==> src/hw/rcs_defines.svh <==
// Constants for the reference clock select and status block.
// Assumes a 100 MHz board clock; counts are derived from times in ns.
`ifndef RCS_DEFINES_SVH
`define RCS_DEFINES_SVH

`define RCS_CLK_NS         10
`define RCS_HIGH_NS        2000
`define RCS_LOW_NS         2125
`define RCS_PERIOD_NS      4125
`define RCS_STUCK_PERIODS  4
// Least times round up to whole cycles
`define RCS_HIGH_CYC  ((`RCS_HIGH_NS + `RCS_CLK_NS - 1) / `RCS_CLK_NS)
`define RCS_LOW_CYC   ((`RCS_LOW_NS + `RCS_CLK_NS - 1) / `RCS_CLK_NS)
`define RCS_STUCK_CYC ((`RCS_STUCK_PERIODS * `RCS_PERIOD_NS) / `RCS_CLK_NS)
`define RCS_CNT_W     12

`define RCS_OFF_CTRL   8'h00
`define RCS_OFF_STATUS 8'h04

`define RCS_CTRL_BLANK 0
`define RCS_ST_SEL     0
`define RCS_ST_POL     1
`define RCS_ST_HSYNC   2
`define RCS_ST_PSYNC   3
`define RCS_ST_ISTUCK  4
`define RCS_ST_ILVL    5
`define RCS_ST_ESTUCK  6
`define RCS_ST_ELVL    7
`define RCS_ST_EVENT   8

`define RCS_SET_ARM    7
`define RCS_SET_SEL    0
`define RCS_SET_POL    1

`define RCS_SEL_RST    1'b0
`define RCS_POL_RST    1'b1

`define RCS_LED_OFF    2'h0
`define RCS_LED_GREEN  2'h1
`define RCS_LED_RED    2'h2
`define RCS_LED_AMBER  2'h3

`endif

==> src/hw/rcs_pkg.sv <==
// Types for the reference clock select and status block.
// Constants live in rcs_defines.svh.
package rcs_pkg;
	typedef logic [1:0] rcs_led_t;
	typedef enum logic {RCS_PH_HIGH, RCS_PH_LOW} rcs_phase_e;
endpackage

==> src/hw/rcs_top.sv <==
// Local timebase generator, timebase select, event pass-through, indicators.
// Assumes all pin inputs are asynchronous to ref_clk; APB on ref_clk.
`timescale 1ns/1ps
`include "rcs_defines.svh"
`default_nettype none

module rcs_top #(
	parameter int HIGH_CYC  = `RCS_HIGH_CYC,
	parameter int LOW_CYC   = `RCS_LOW_CYC,
	parameter int STUCK_CYC = `RCS_STUCK_CYC
) (
	input  wire logic        ref_clk,
	input  wire logic        rst,
	input  wire logic        psel,
	input  wire logic        penable,
	input  wire logic        pwrite,
	input  wire logic [7:0]  paddr,
	input  wire logic [31:0] pwdata,
	output logic      [31:0] prdata,
	output logic             pready,
	output logic             pslverr,
	input  wire logic        setup_strobe_n,
	input  wire logic [7:0]  setup_bus,
	input  wire logic        host_sync,
	input  wire logic        partner_sync,
	input  wire logic        ext_ref_clk,
	input  wire logic        ext_event,
	output logic             timebase_clock,
	output logic             experiment_timebase,
	output logic             event_out,
	output logic      [1:0]  led_generator,
	output logic      [1:0]  led_host_sync,
	output logic      [1:0]  led_partner_sync,
	output logic      [1:0]  led_int_clock,
	output logic      [1:0]  led_ext_clock,
	output logic      [1:0]  led_event
);

	localparam int IN_W = 13;
	localparam int B_STRB  = 8;
	localparam int B_HSYNC = 9;
	localparam int B_PSYNC = 10;
	localparam int B_EVENT = 11;
	localparam int B_EXTCK = 12;
	// Strobe stages reset to its idle high level; resetting them low
	// would show a false rising edge just after reset
	localparam logic [IN_W-1:0] SYNC_IDLE = IN_W'(1) << B_STRB;

	// Pin synchronisers
	logic [IN_W-1:0] async_in;
	logic [IN_W-1:0] sync1_r;
	logic [IN_W-1:0] sync2_r;

	assign async_in = {ext_ref_clk, ext_event, partner_sync, host_sync,
		setup_strobe_n, setup_bus};

	always_ff @(posedge ref_clk) begin
		if (rst) begin
			sync1_r <= SYNC_IDLE;
			sync2_r <= SYNC_IDLE;
		end else begin
			sync1_r <= async_in;
			sync2_r <= sync1_r;
		end
	end

	logic host_run;
	logic partner_run;
	logic strobe_s;
	logic event_s;
	logic ext_clk_s;
	assign host_run    = sync2_r[B_HSYNC];
	assign partner_run = sync2_r[B_PSYNC];
	assign strobe_s    = sync2_r[B_STRB];
	assign event_s     = sync2_r[B_EVENT];
	assign ext_clk_s   = sync2_r[B_EXTCK];

	// Local timebase generator
	rcs_pkg::rcs_phase_e      ph_r;
	rcs_pkg::rcs_phase_e      ph_nxt;
	logic [`RCS_CNT_W-1:0]    gcnt_r;
	logic [`RCS_CNT_W-1:0]    gcnt_nxt;
	logic                     gen_r;
	logic                     gen_nxt;

	always_comb begin
		ph_nxt   = ph_r;
		gcnt_nxt = gcnt_r + `RCS_CNT_W'(1);
		case (ph_r)
			rcs_pkg::RCS_PH_HIGH: begin
				if (gcnt_r == `RCS_CNT_W'(HIGH_CYC - 1)) begin
					ph_nxt   = rcs_pkg::RCS_PH_LOW;
					gcnt_nxt = '0;
				end
			end
			rcs_pkg::RCS_PH_LOW: begin
				if (gcnt_r == `RCS_CNT_W'(LOW_CYC - 1)) begin
					ph_nxt   = rcs_pkg::RCS_PH_HIGH;
					gcnt_nxt = '0;
				end
			end
			default: begin
				ph_nxt   = rcs_pkg::RCS_PH_HIGH;
				gcnt_nxt = '0;
			end
		endcase
		gen_nxt = (ph_nxt == rcs_pkg::RCS_PH_HIGH);
	end

	always_ff @(posedge ref_clk) begin
		if (rst) begin
			ph_r   <= rcs_pkg::RCS_PH_HIGH;
			gcnt_r <= '0;
			gen_r  <= 1'b1;
		end else begin
			ph_r   <= ph_nxt;
			gcnt_r <= gcnt_nxt;
			gen_r  <= gen_nxt;
		end
	end

	// Clock health monitors: 0 internal, 1 external
	logic [1:0]            mon_in;
	logic [1:0]            mon_prev_r;
	logic [1:0]            mon_stuck_r;
	logic [1:0]            mon_lvl_r;
	logic [`RCS_CNT_W-1:0] mon_cnt_r [2];

	assign mon_in = {ext_clk_s, gen_r};

	genvar gi;
	generate
		for (gi = 0; gi < 2; gi++) begin : g_mon
			logic                  stuck_nxt;
			logic                  lvl_nxt;
			logic [`RCS_CNT_W-1:0] cnt_nxt;
			always_comb begin
				stuck_nxt = mon_stuck_r[gi];
				lvl_nxt   = mon_in[gi];
				cnt_nxt   = mon_cnt_r[gi];
				if (mon_in[gi] != mon_prev_r[gi]) begin
					cnt_nxt   = '0;
					stuck_nxt = 1'b0;
				end else if (mon_cnt_r[gi] == `RCS_CNT_W'(STUCK_CYC - 1)) begin
					stuck_nxt = 1'b1;
				end else begin
					cnt_nxt = mon_cnt_r[gi] + `RCS_CNT_W'(1);
				end
			end
			always_ff @(posedge ref_clk) begin
				if (rst) begin
					mon_prev_r[gi]  <= 1'b0;
					mon_stuck_r[gi] <= 1'b0;
					mon_lvl_r[gi]   <= 1'b0;
					mon_cnt_r[gi]   <= '0;
				end else begin
					mon_prev_r[gi]  <= mon_in[gi];
					mon_stuck_r[gi] <= stuck_nxt;
					mon_lvl_r[gi]   <= lvl_nxt;
					mon_cnt_r[gi]   <= cnt_nxt;
				end
			end
		end
	endgenerate

	// Setup bus write; bus passes the same two stages as the strobe,
	// so a bus held stable across the pulse is caught intact
	logic strobe_prev_r;
	logic sel_ext_r;
	logic sel_ext_nxt;
	logic pol_r;
	logic pol_nxt;
	logic take_setup;

	assign take_setup = strobe_s && !strobe_prev_r
		&& sync2_r[`RCS_SET_ARM]
		&& !host_run;

	always_comb begin
		sel_ext_nxt = sel_ext_r;
		pol_nxt     = pol_r;
		if (take_setup) begin
			sel_ext_nxt = sync2_r[`RCS_SET_SEL];
			pol_nxt     = sync2_r[`RCS_SET_POL];
		end
	end

	always_ff @(posedge ref_clk) begin
		if (rst) begin
			strobe_prev_r <= 1'b1;
			sel_ext_r     <= `RCS_SEL_RST;
			pol_r         <= `RCS_POL_RST;
		end else begin
			strobe_prev_r <= strobe_s;
			sel_ext_r     <= sel_ext_nxt;
			pol_r         <= pol_nxt;
		end
	end

	// APB slave, one wait state per access
	logic        blank_r;
	logic        blank_nxt;
	logic [31:0] prdata_nxt;
	logic        pready_nxt;
	logic        pslverr_nxt;
	logic [31:0] status_w;
	logic        event_nxt;

	always_comb begin
		status_w = '0;
		status_w[`RCS_ST_SEL]    = sel_ext_r;
		status_w[`RCS_ST_POL]    = pol_r;
		status_w[`RCS_ST_HSYNC]  = host_run;
		status_w[`RCS_ST_PSYNC]  = partner_run;
		status_w[`RCS_ST_ISTUCK] = mon_stuck_r[0];
		status_w[`RCS_ST_ILVL]   = mon_lvl_r[0];
		status_w[`RCS_ST_ESTUCK] = mon_stuck_r[1];
		status_w[`RCS_ST_ELVL]   = mon_lvl_r[1];
		status_w[`RCS_ST_EVENT]  = event_out;
	end

	always_comb begin
		blank_nxt   = blank_r;
		prdata_nxt  = '0;
		pslverr_nxt = 1'b0;
		pready_nxt  = psel && penable && !pready;
		if (psel && penable && !pready) begin
			if (paddr == `RCS_OFF_CTRL) begin
				prdata_nxt[`RCS_CTRL_BLANK] = blank_r;
			end else if (paddr == `RCS_OFF_STATUS) begin
				prdata_nxt = status_w;
			end else begin
				pslverr_nxt = 1'b1;
			end
		end
		if (psel && penable && pready && pwrite
				&& paddr == `RCS_OFF_CTRL) begin
			blank_nxt = pwdata[`RCS_CTRL_BLANK];
		end
	end

	// Output stage; indicators go dark while blanked
	function automatic rcs_pkg::rcs_led_t health_led(input logic stuck,
			input logic lvl);
		if (!stuck) begin
			health_led = `RCS_LED_AMBER;
		end else if (lvl) begin
			health_led = `RCS_LED_RED;
		end else begin
			health_led = `RCS_LED_GREEN;
		end
	endfunction

	function automatic rcs_pkg::rcs_led_t run_led(input logic run,
			input logic blank);
		if (blank) begin
			run_led = `RCS_LED_OFF;
		end else if (run) begin
			run_led = `RCS_LED_GREEN;
		end else begin
			run_led = `RCS_LED_RED;
		end
	endfunction

	assign event_nxt = pol_r ? event_s : !event_s;

	always_ff @(posedge ref_clk) begin
		if (rst) begin
			blank_r             <= 1'b0;
			prdata              <= '0;
			pready              <= 1'b0;
			pslverr             <= 1'b0;
			timebase_clock      <= 1'b0;
			experiment_timebase <= 1'b0;
			event_out           <= 1'b0;
			led_generator       <= `RCS_LED_OFF;
			led_host_sync       <= `RCS_LED_OFF;
			led_partner_sync    <= `RCS_LED_OFF;
			led_int_clock       <= `RCS_LED_OFF;
			led_ext_clock       <= `RCS_LED_OFF;
			led_event           <= `RCS_LED_OFF;
		end else begin
			blank_r             <= blank_nxt;
			prdata              <= prdata_nxt;
			pready              <= pready_nxt;
			pslverr             <= pslverr_nxt;
			timebase_clock      <= gen_r;
			experiment_timebase <= sel_ext_r ? ext_clk_s : gen_r;
			event_out           <= event_nxt;
			led_generator       <= blank_r ? `RCS_LED_OFF
				: health_led(mon_stuck_r[0], mon_lvl_r[0]);
			led_host_sync       <= run_led(host_run, blank_r);
			led_partner_sync    <= run_led(partner_run, blank_r);
			led_int_clock       <= (blank_r || sel_ext_r) ? `RCS_LED_OFF
				: health_led(mon_stuck_r[0], mon_lvl_r[0]);
			led_ext_clock       <= (blank_r || !sel_ext_r) ? `RCS_LED_OFF
				: health_led(mon_stuck_r[1], mon_lvl_r[1]);
			led_event           <= run_led(!event_out, blank_r);
		end
	end

endmodule

`default_nettype wire

==> config.mk <==
export PLATFORM = sky130hd
export DESIGN_NAME = rcs_top
export DESIGN_NICKNAME = d
export VERILOG_FILES = /design/src/hw/rcs_pkg.sv /design/src/hw/rcs_top.sv
export VERILOG_INCLUDE_DIRS = /design/src /design/src/hw
export SDC_FILE = /design/constraint.sdc
export NUM_CORES = 1
export LEC_CHECK = 0
export ABC_AREA = 0
export ABC_CLOCK_PERIOD_IN_PS = 2500
export CAP_MARGIN = 10
export CORE_MARGIN = 3
export CORE_UTILIZATION = 59
export CTS_CLUSTER_SIZE = 8
export DETAILED_ROUTE_END_ITERATION = 8
export DONT_BUFFER_PORTS = 1
export GPL_TIMING_DRIVEN = 1
export PLACE_DENSITY = 0.76
export SLEW_MARGIN = 25
export SYNTH_ARGS = -nofsm -noshare
export SYNTH_HDL_FRONTEND = slang
export SYNTH_SLANG_ARGS = --single-unit
==> constraint.sdc <==
create_clock -name ref_clk -period 2.5 [get_ports ref_clk]
set_clock_uncertainty 0.2 [all_clocks]
set_input_delay 0.625 -clock ref_clk [delete_from_list [all_inputs] [get_ports ref_clk]]
set_output_delay 0.625 -clock ref_clk [all_outputs]
set_load 0.05 [all_outputs]
==> impl_metrics.csv <==
group,metric,value,unit
cts,clkTransAtPathRegs,0.08,ns
route,drt_pass1_iterations,4,
sta,tightest_slew,0.5979,ns
cts,clock-root-buffer,"clkbuf_8",
final_layout,design_area,3506,um2
route,vias_per_cell,5.098,
route,wl_met3,300,um
final_layout,nets,407,
worst_setup_path,max_stage_delay,0.63,ns
final_layout,utilization,66.12,%
final_layout,multi_input_comb_area,1439,um2
placed_design,place_area,3309,um2
worst_setup_path,cp_num_buf_inv,0,
logic_synthesis,avgSynthCellArea,9.793,um2
global_route,grt_pass1_wl,8783,um
logic_synthesis,synth-seq-cells,87,
sta,finalCriticalPeriod,2.254,ns
placed_design,place.gp.congestion,0.8068,
worst_hold_path,hold-path-cell-count,1,
sta,report.final.setup_viol,0,
pwr,p_per_area,732.6,nW/um2
logic_synthesis,synth_edf_count,0,
route,routed.top_layer,"met4",
route,wl,5323,um
floorplanning,ios,107,
route,ant_nets,0,
floorplanning,coreArea,5303,um2
route,vias,2126,
worst_setup_path,path_cells,"ha_1, or4b_1, or4_1, xnor2_1, nor2_1",
worst_setup_path,regToRegSetupSlack,0.25,ns
worst_hold_path,hp-start,"rst",
worst_setup_path,reg2reg_to,"mon_cnt_r[1][0]",
route,wl_met2,2640,um
route,initialDrtViolationCount,100,
sta,hold_violations,0,
worst_setup_path,crit_path_end_kind,"flop",
cts,cts_made_buffers,9,
pwr,vdd_drop_max,0.0005162,V
flow_run,maxCapViolCount,0,
cts,h-tree-depth,3,
sta,fin_ws,0.2456,ns
worst_setup_path,arrival,2.27,ns
sta,relSlewSlack,59.60,%
cts,cts_setup_buffers,0,
cts,cts_resized,0,
worst_setup_path,crit_slowest_cell,"or4_1",
final_layout,syn_to_final_growth,4.983,%
placed_design,portBuffers,0,
worst_hold_path,worst_hold_path_type,"input port to flop",
placed_design,hpwl,3835,um
global_route,gr-total-overflow,0,
logic_synthesis,synthArstFlopShare,0,%
global_route,grtUsageTotal,17.66,%
final_layout,regArea,1742,um2
sta,fin_crit_sh,90.17,%
worst_setup_path,timing.rr.start,"mon_cnt_r[1][0]",
route,wl_per_cell,12.76,um
route,wl_met1,2302,um
global_route,antenna_found_initial,0,
route,drc,0,
sta,rsz0062_at_grt,"no",
placed_design,place_worst_setup_slack,0.2583,ns
floorplanning,die_w,81.24,um
worst_setup_path,critical_path.top_delay_family,"simple AND/OR/NAND/NOR gates",
pwr,power_leakage,1.372,nW
sta,fin_setup_tns,0,ns
floorplanning,placementRows,26,
cts,cts_tree,"built",
cts,clock_latency,0.34,ns
floorplanning,dieHeight,81.24,um
worst_setup_path,worstPathRequired,2.52,ns
worst_hold_path,min_to,"mon_lvl_r[1]",
global_route,grt_start_max_net_pins,33,
floorplanning,dieArea,6599,um2
worst_setup_path,worst-r2r-cell-count,5,
outcome,status,"complete, no violations",
final_layout,fillers,431,
logic_synthesis,syn_inst,341,
cts,cts_sinks,87,
logic_synthesis,synth-main-ff-cell,"dfxtp_1",
worst_setup_path,worstPathMaxFanout,6,
worst_setup_path,crit_path_start_kind,"flop",
logic_synthesis,syn_area,3339,um2
sta,drv_slew,0,
worst_setup_path,critPathKind,"flop to flop",
sta,fmax,0.4436,GHz
global_route,grt_pass1_vias,1923,
final_layout,final_layout_size_suffix_gt1_share,7.205,%
cts,holdBufCountCts,0,
logic_synthesis,ys_seq_area_share,52.15,%
logic_synthesis,ys_types,44,
cts,clk_path_buf_depth,2,
final_layout,n_antenna_cell,0,
floorplanning,initial_core_util,62.98,%
logic_synthesis,yosys_warnings,0,
## cells by family (layout without fill, tap and decap cells)
| logic type | count (synthesis) | after routing | share of synthesized area (%) |
|---|---|---|---|
| other | 1 | 23 | 0.1123 |
| AO/OA/AOI/OAI | 20 | 20 | 4.084 |
| adder cells (fa/ha/maj) | 6 | 6 | 2.248 |
| multiplexers | 5 | 5 | 1.574 |
| buffers and inverters | 41 | 25 | 7.231 |
| XOR/XNOR | 30 | 30 | 7.868 |
| AND/OR/NAND/NOR | 151 | 151 | 24.73 |
| flip-flops | 87 | 87 | 52.15 |
## cells in the final DEF (no fill, tap or decap), drive strengths merged, types with 5 or more instances in the layout
cell type / n
and2: 14
xnor2: 10
nand3: 12
and3: 6
xor2: 20
ha: 6
nor2: 43
clkbuf: 10
dfxtp: 87
inv: 9
nor2b: 21
conb: 23
nand4: 7
nand2: 13
and4: 6
a21oi: 9
nor3: 5
## routing by layer
layer / up-vias / GRT usage (%)
met3: 7 / 6.874
met5: - / 0
met2: 51 / 29.15
met1: 984 / 20.48
met4: 0 / 7.264
li1: 1084 / -
## flip-flops by register name, indices dropped and copies added, names as in the netlist, 8 cells and up
signal and cells:
prdata 9, mon_cnt_r 24, gcnt_r 12, sync1_r 8, sync2_r 8
## layout make-up
cell class / count / area share [%]
clock buffer: 10 / 3.926
clock inverter: 5 / 1.677
inverter: 9 / 0.9636
multi-input combinational: 235 / 41.04
sequential: 87 / 49.68
tap: 70 / 2.498
timing repair buffer: 1 / 0.2141
## synthesized netlist by cell type (all sizes together), types with 4 or more instances
cell type  number  area share (%)
nor3            5            0.75
nand2          13             1.5
nand3          12             1.8
and3            6             1.1
and2           14             2.6
clkbuf          8            0.90
nand4           7             1.3
buf            24             5.3
ha              6             2.2
nor2           43             4.8
xor2           20             5.2
xnor2          10             2.6
and4            6             1.6
or2             4            0.75
a21oi           9             1.3
dfxtp          87              52
nor2b          21             3.9
inv             9             1.0
## where the power goes
part           switching [mW]  internal [mW]  total (mW)  leakage (nW)
combinational           0.117         0.0342       0.151         0.568
sequential             0.0580           1.42        1.48         0.710
clock                   0.458          0.483       0.941        0.0944
## worst max path at each step
stage,end,start,cells after the start
5_1_grt,mon_cnt_r[1][0],mon_cnt_r[1][0],5
4_1_cts,mon_cnt_r[1][0],mon_cnt_r[1][0],5
3_5_place_dp,mon_cnt_r[1][0],mon_cnt_r[1][0],5
2_1_floorplan,mon_cnt_r[1][0],mon_cnt_r[1][0],6
3_3_place_gp,mon_cnt_r[1][0],mon_cnt_r[1][0],5
6_report,mon_cnt_r[1][0],mon_cnt_r[1][0],5
## through the flow
stage / hold slack, ns / std cells / power, mW
after floorplan: 0.1895 / 363 / 1.674
after global placement: 0.1953 / 402 / 1.656
after detailed placement: 0.2003 / 402 / 1.661
after CTS: 0.1218 / 417 / 2.605
after global routing: 0.1112 / 417 / 2.679
final: 0.1450 / 417 / 2.568
Power figures use the tool's default switching activity.
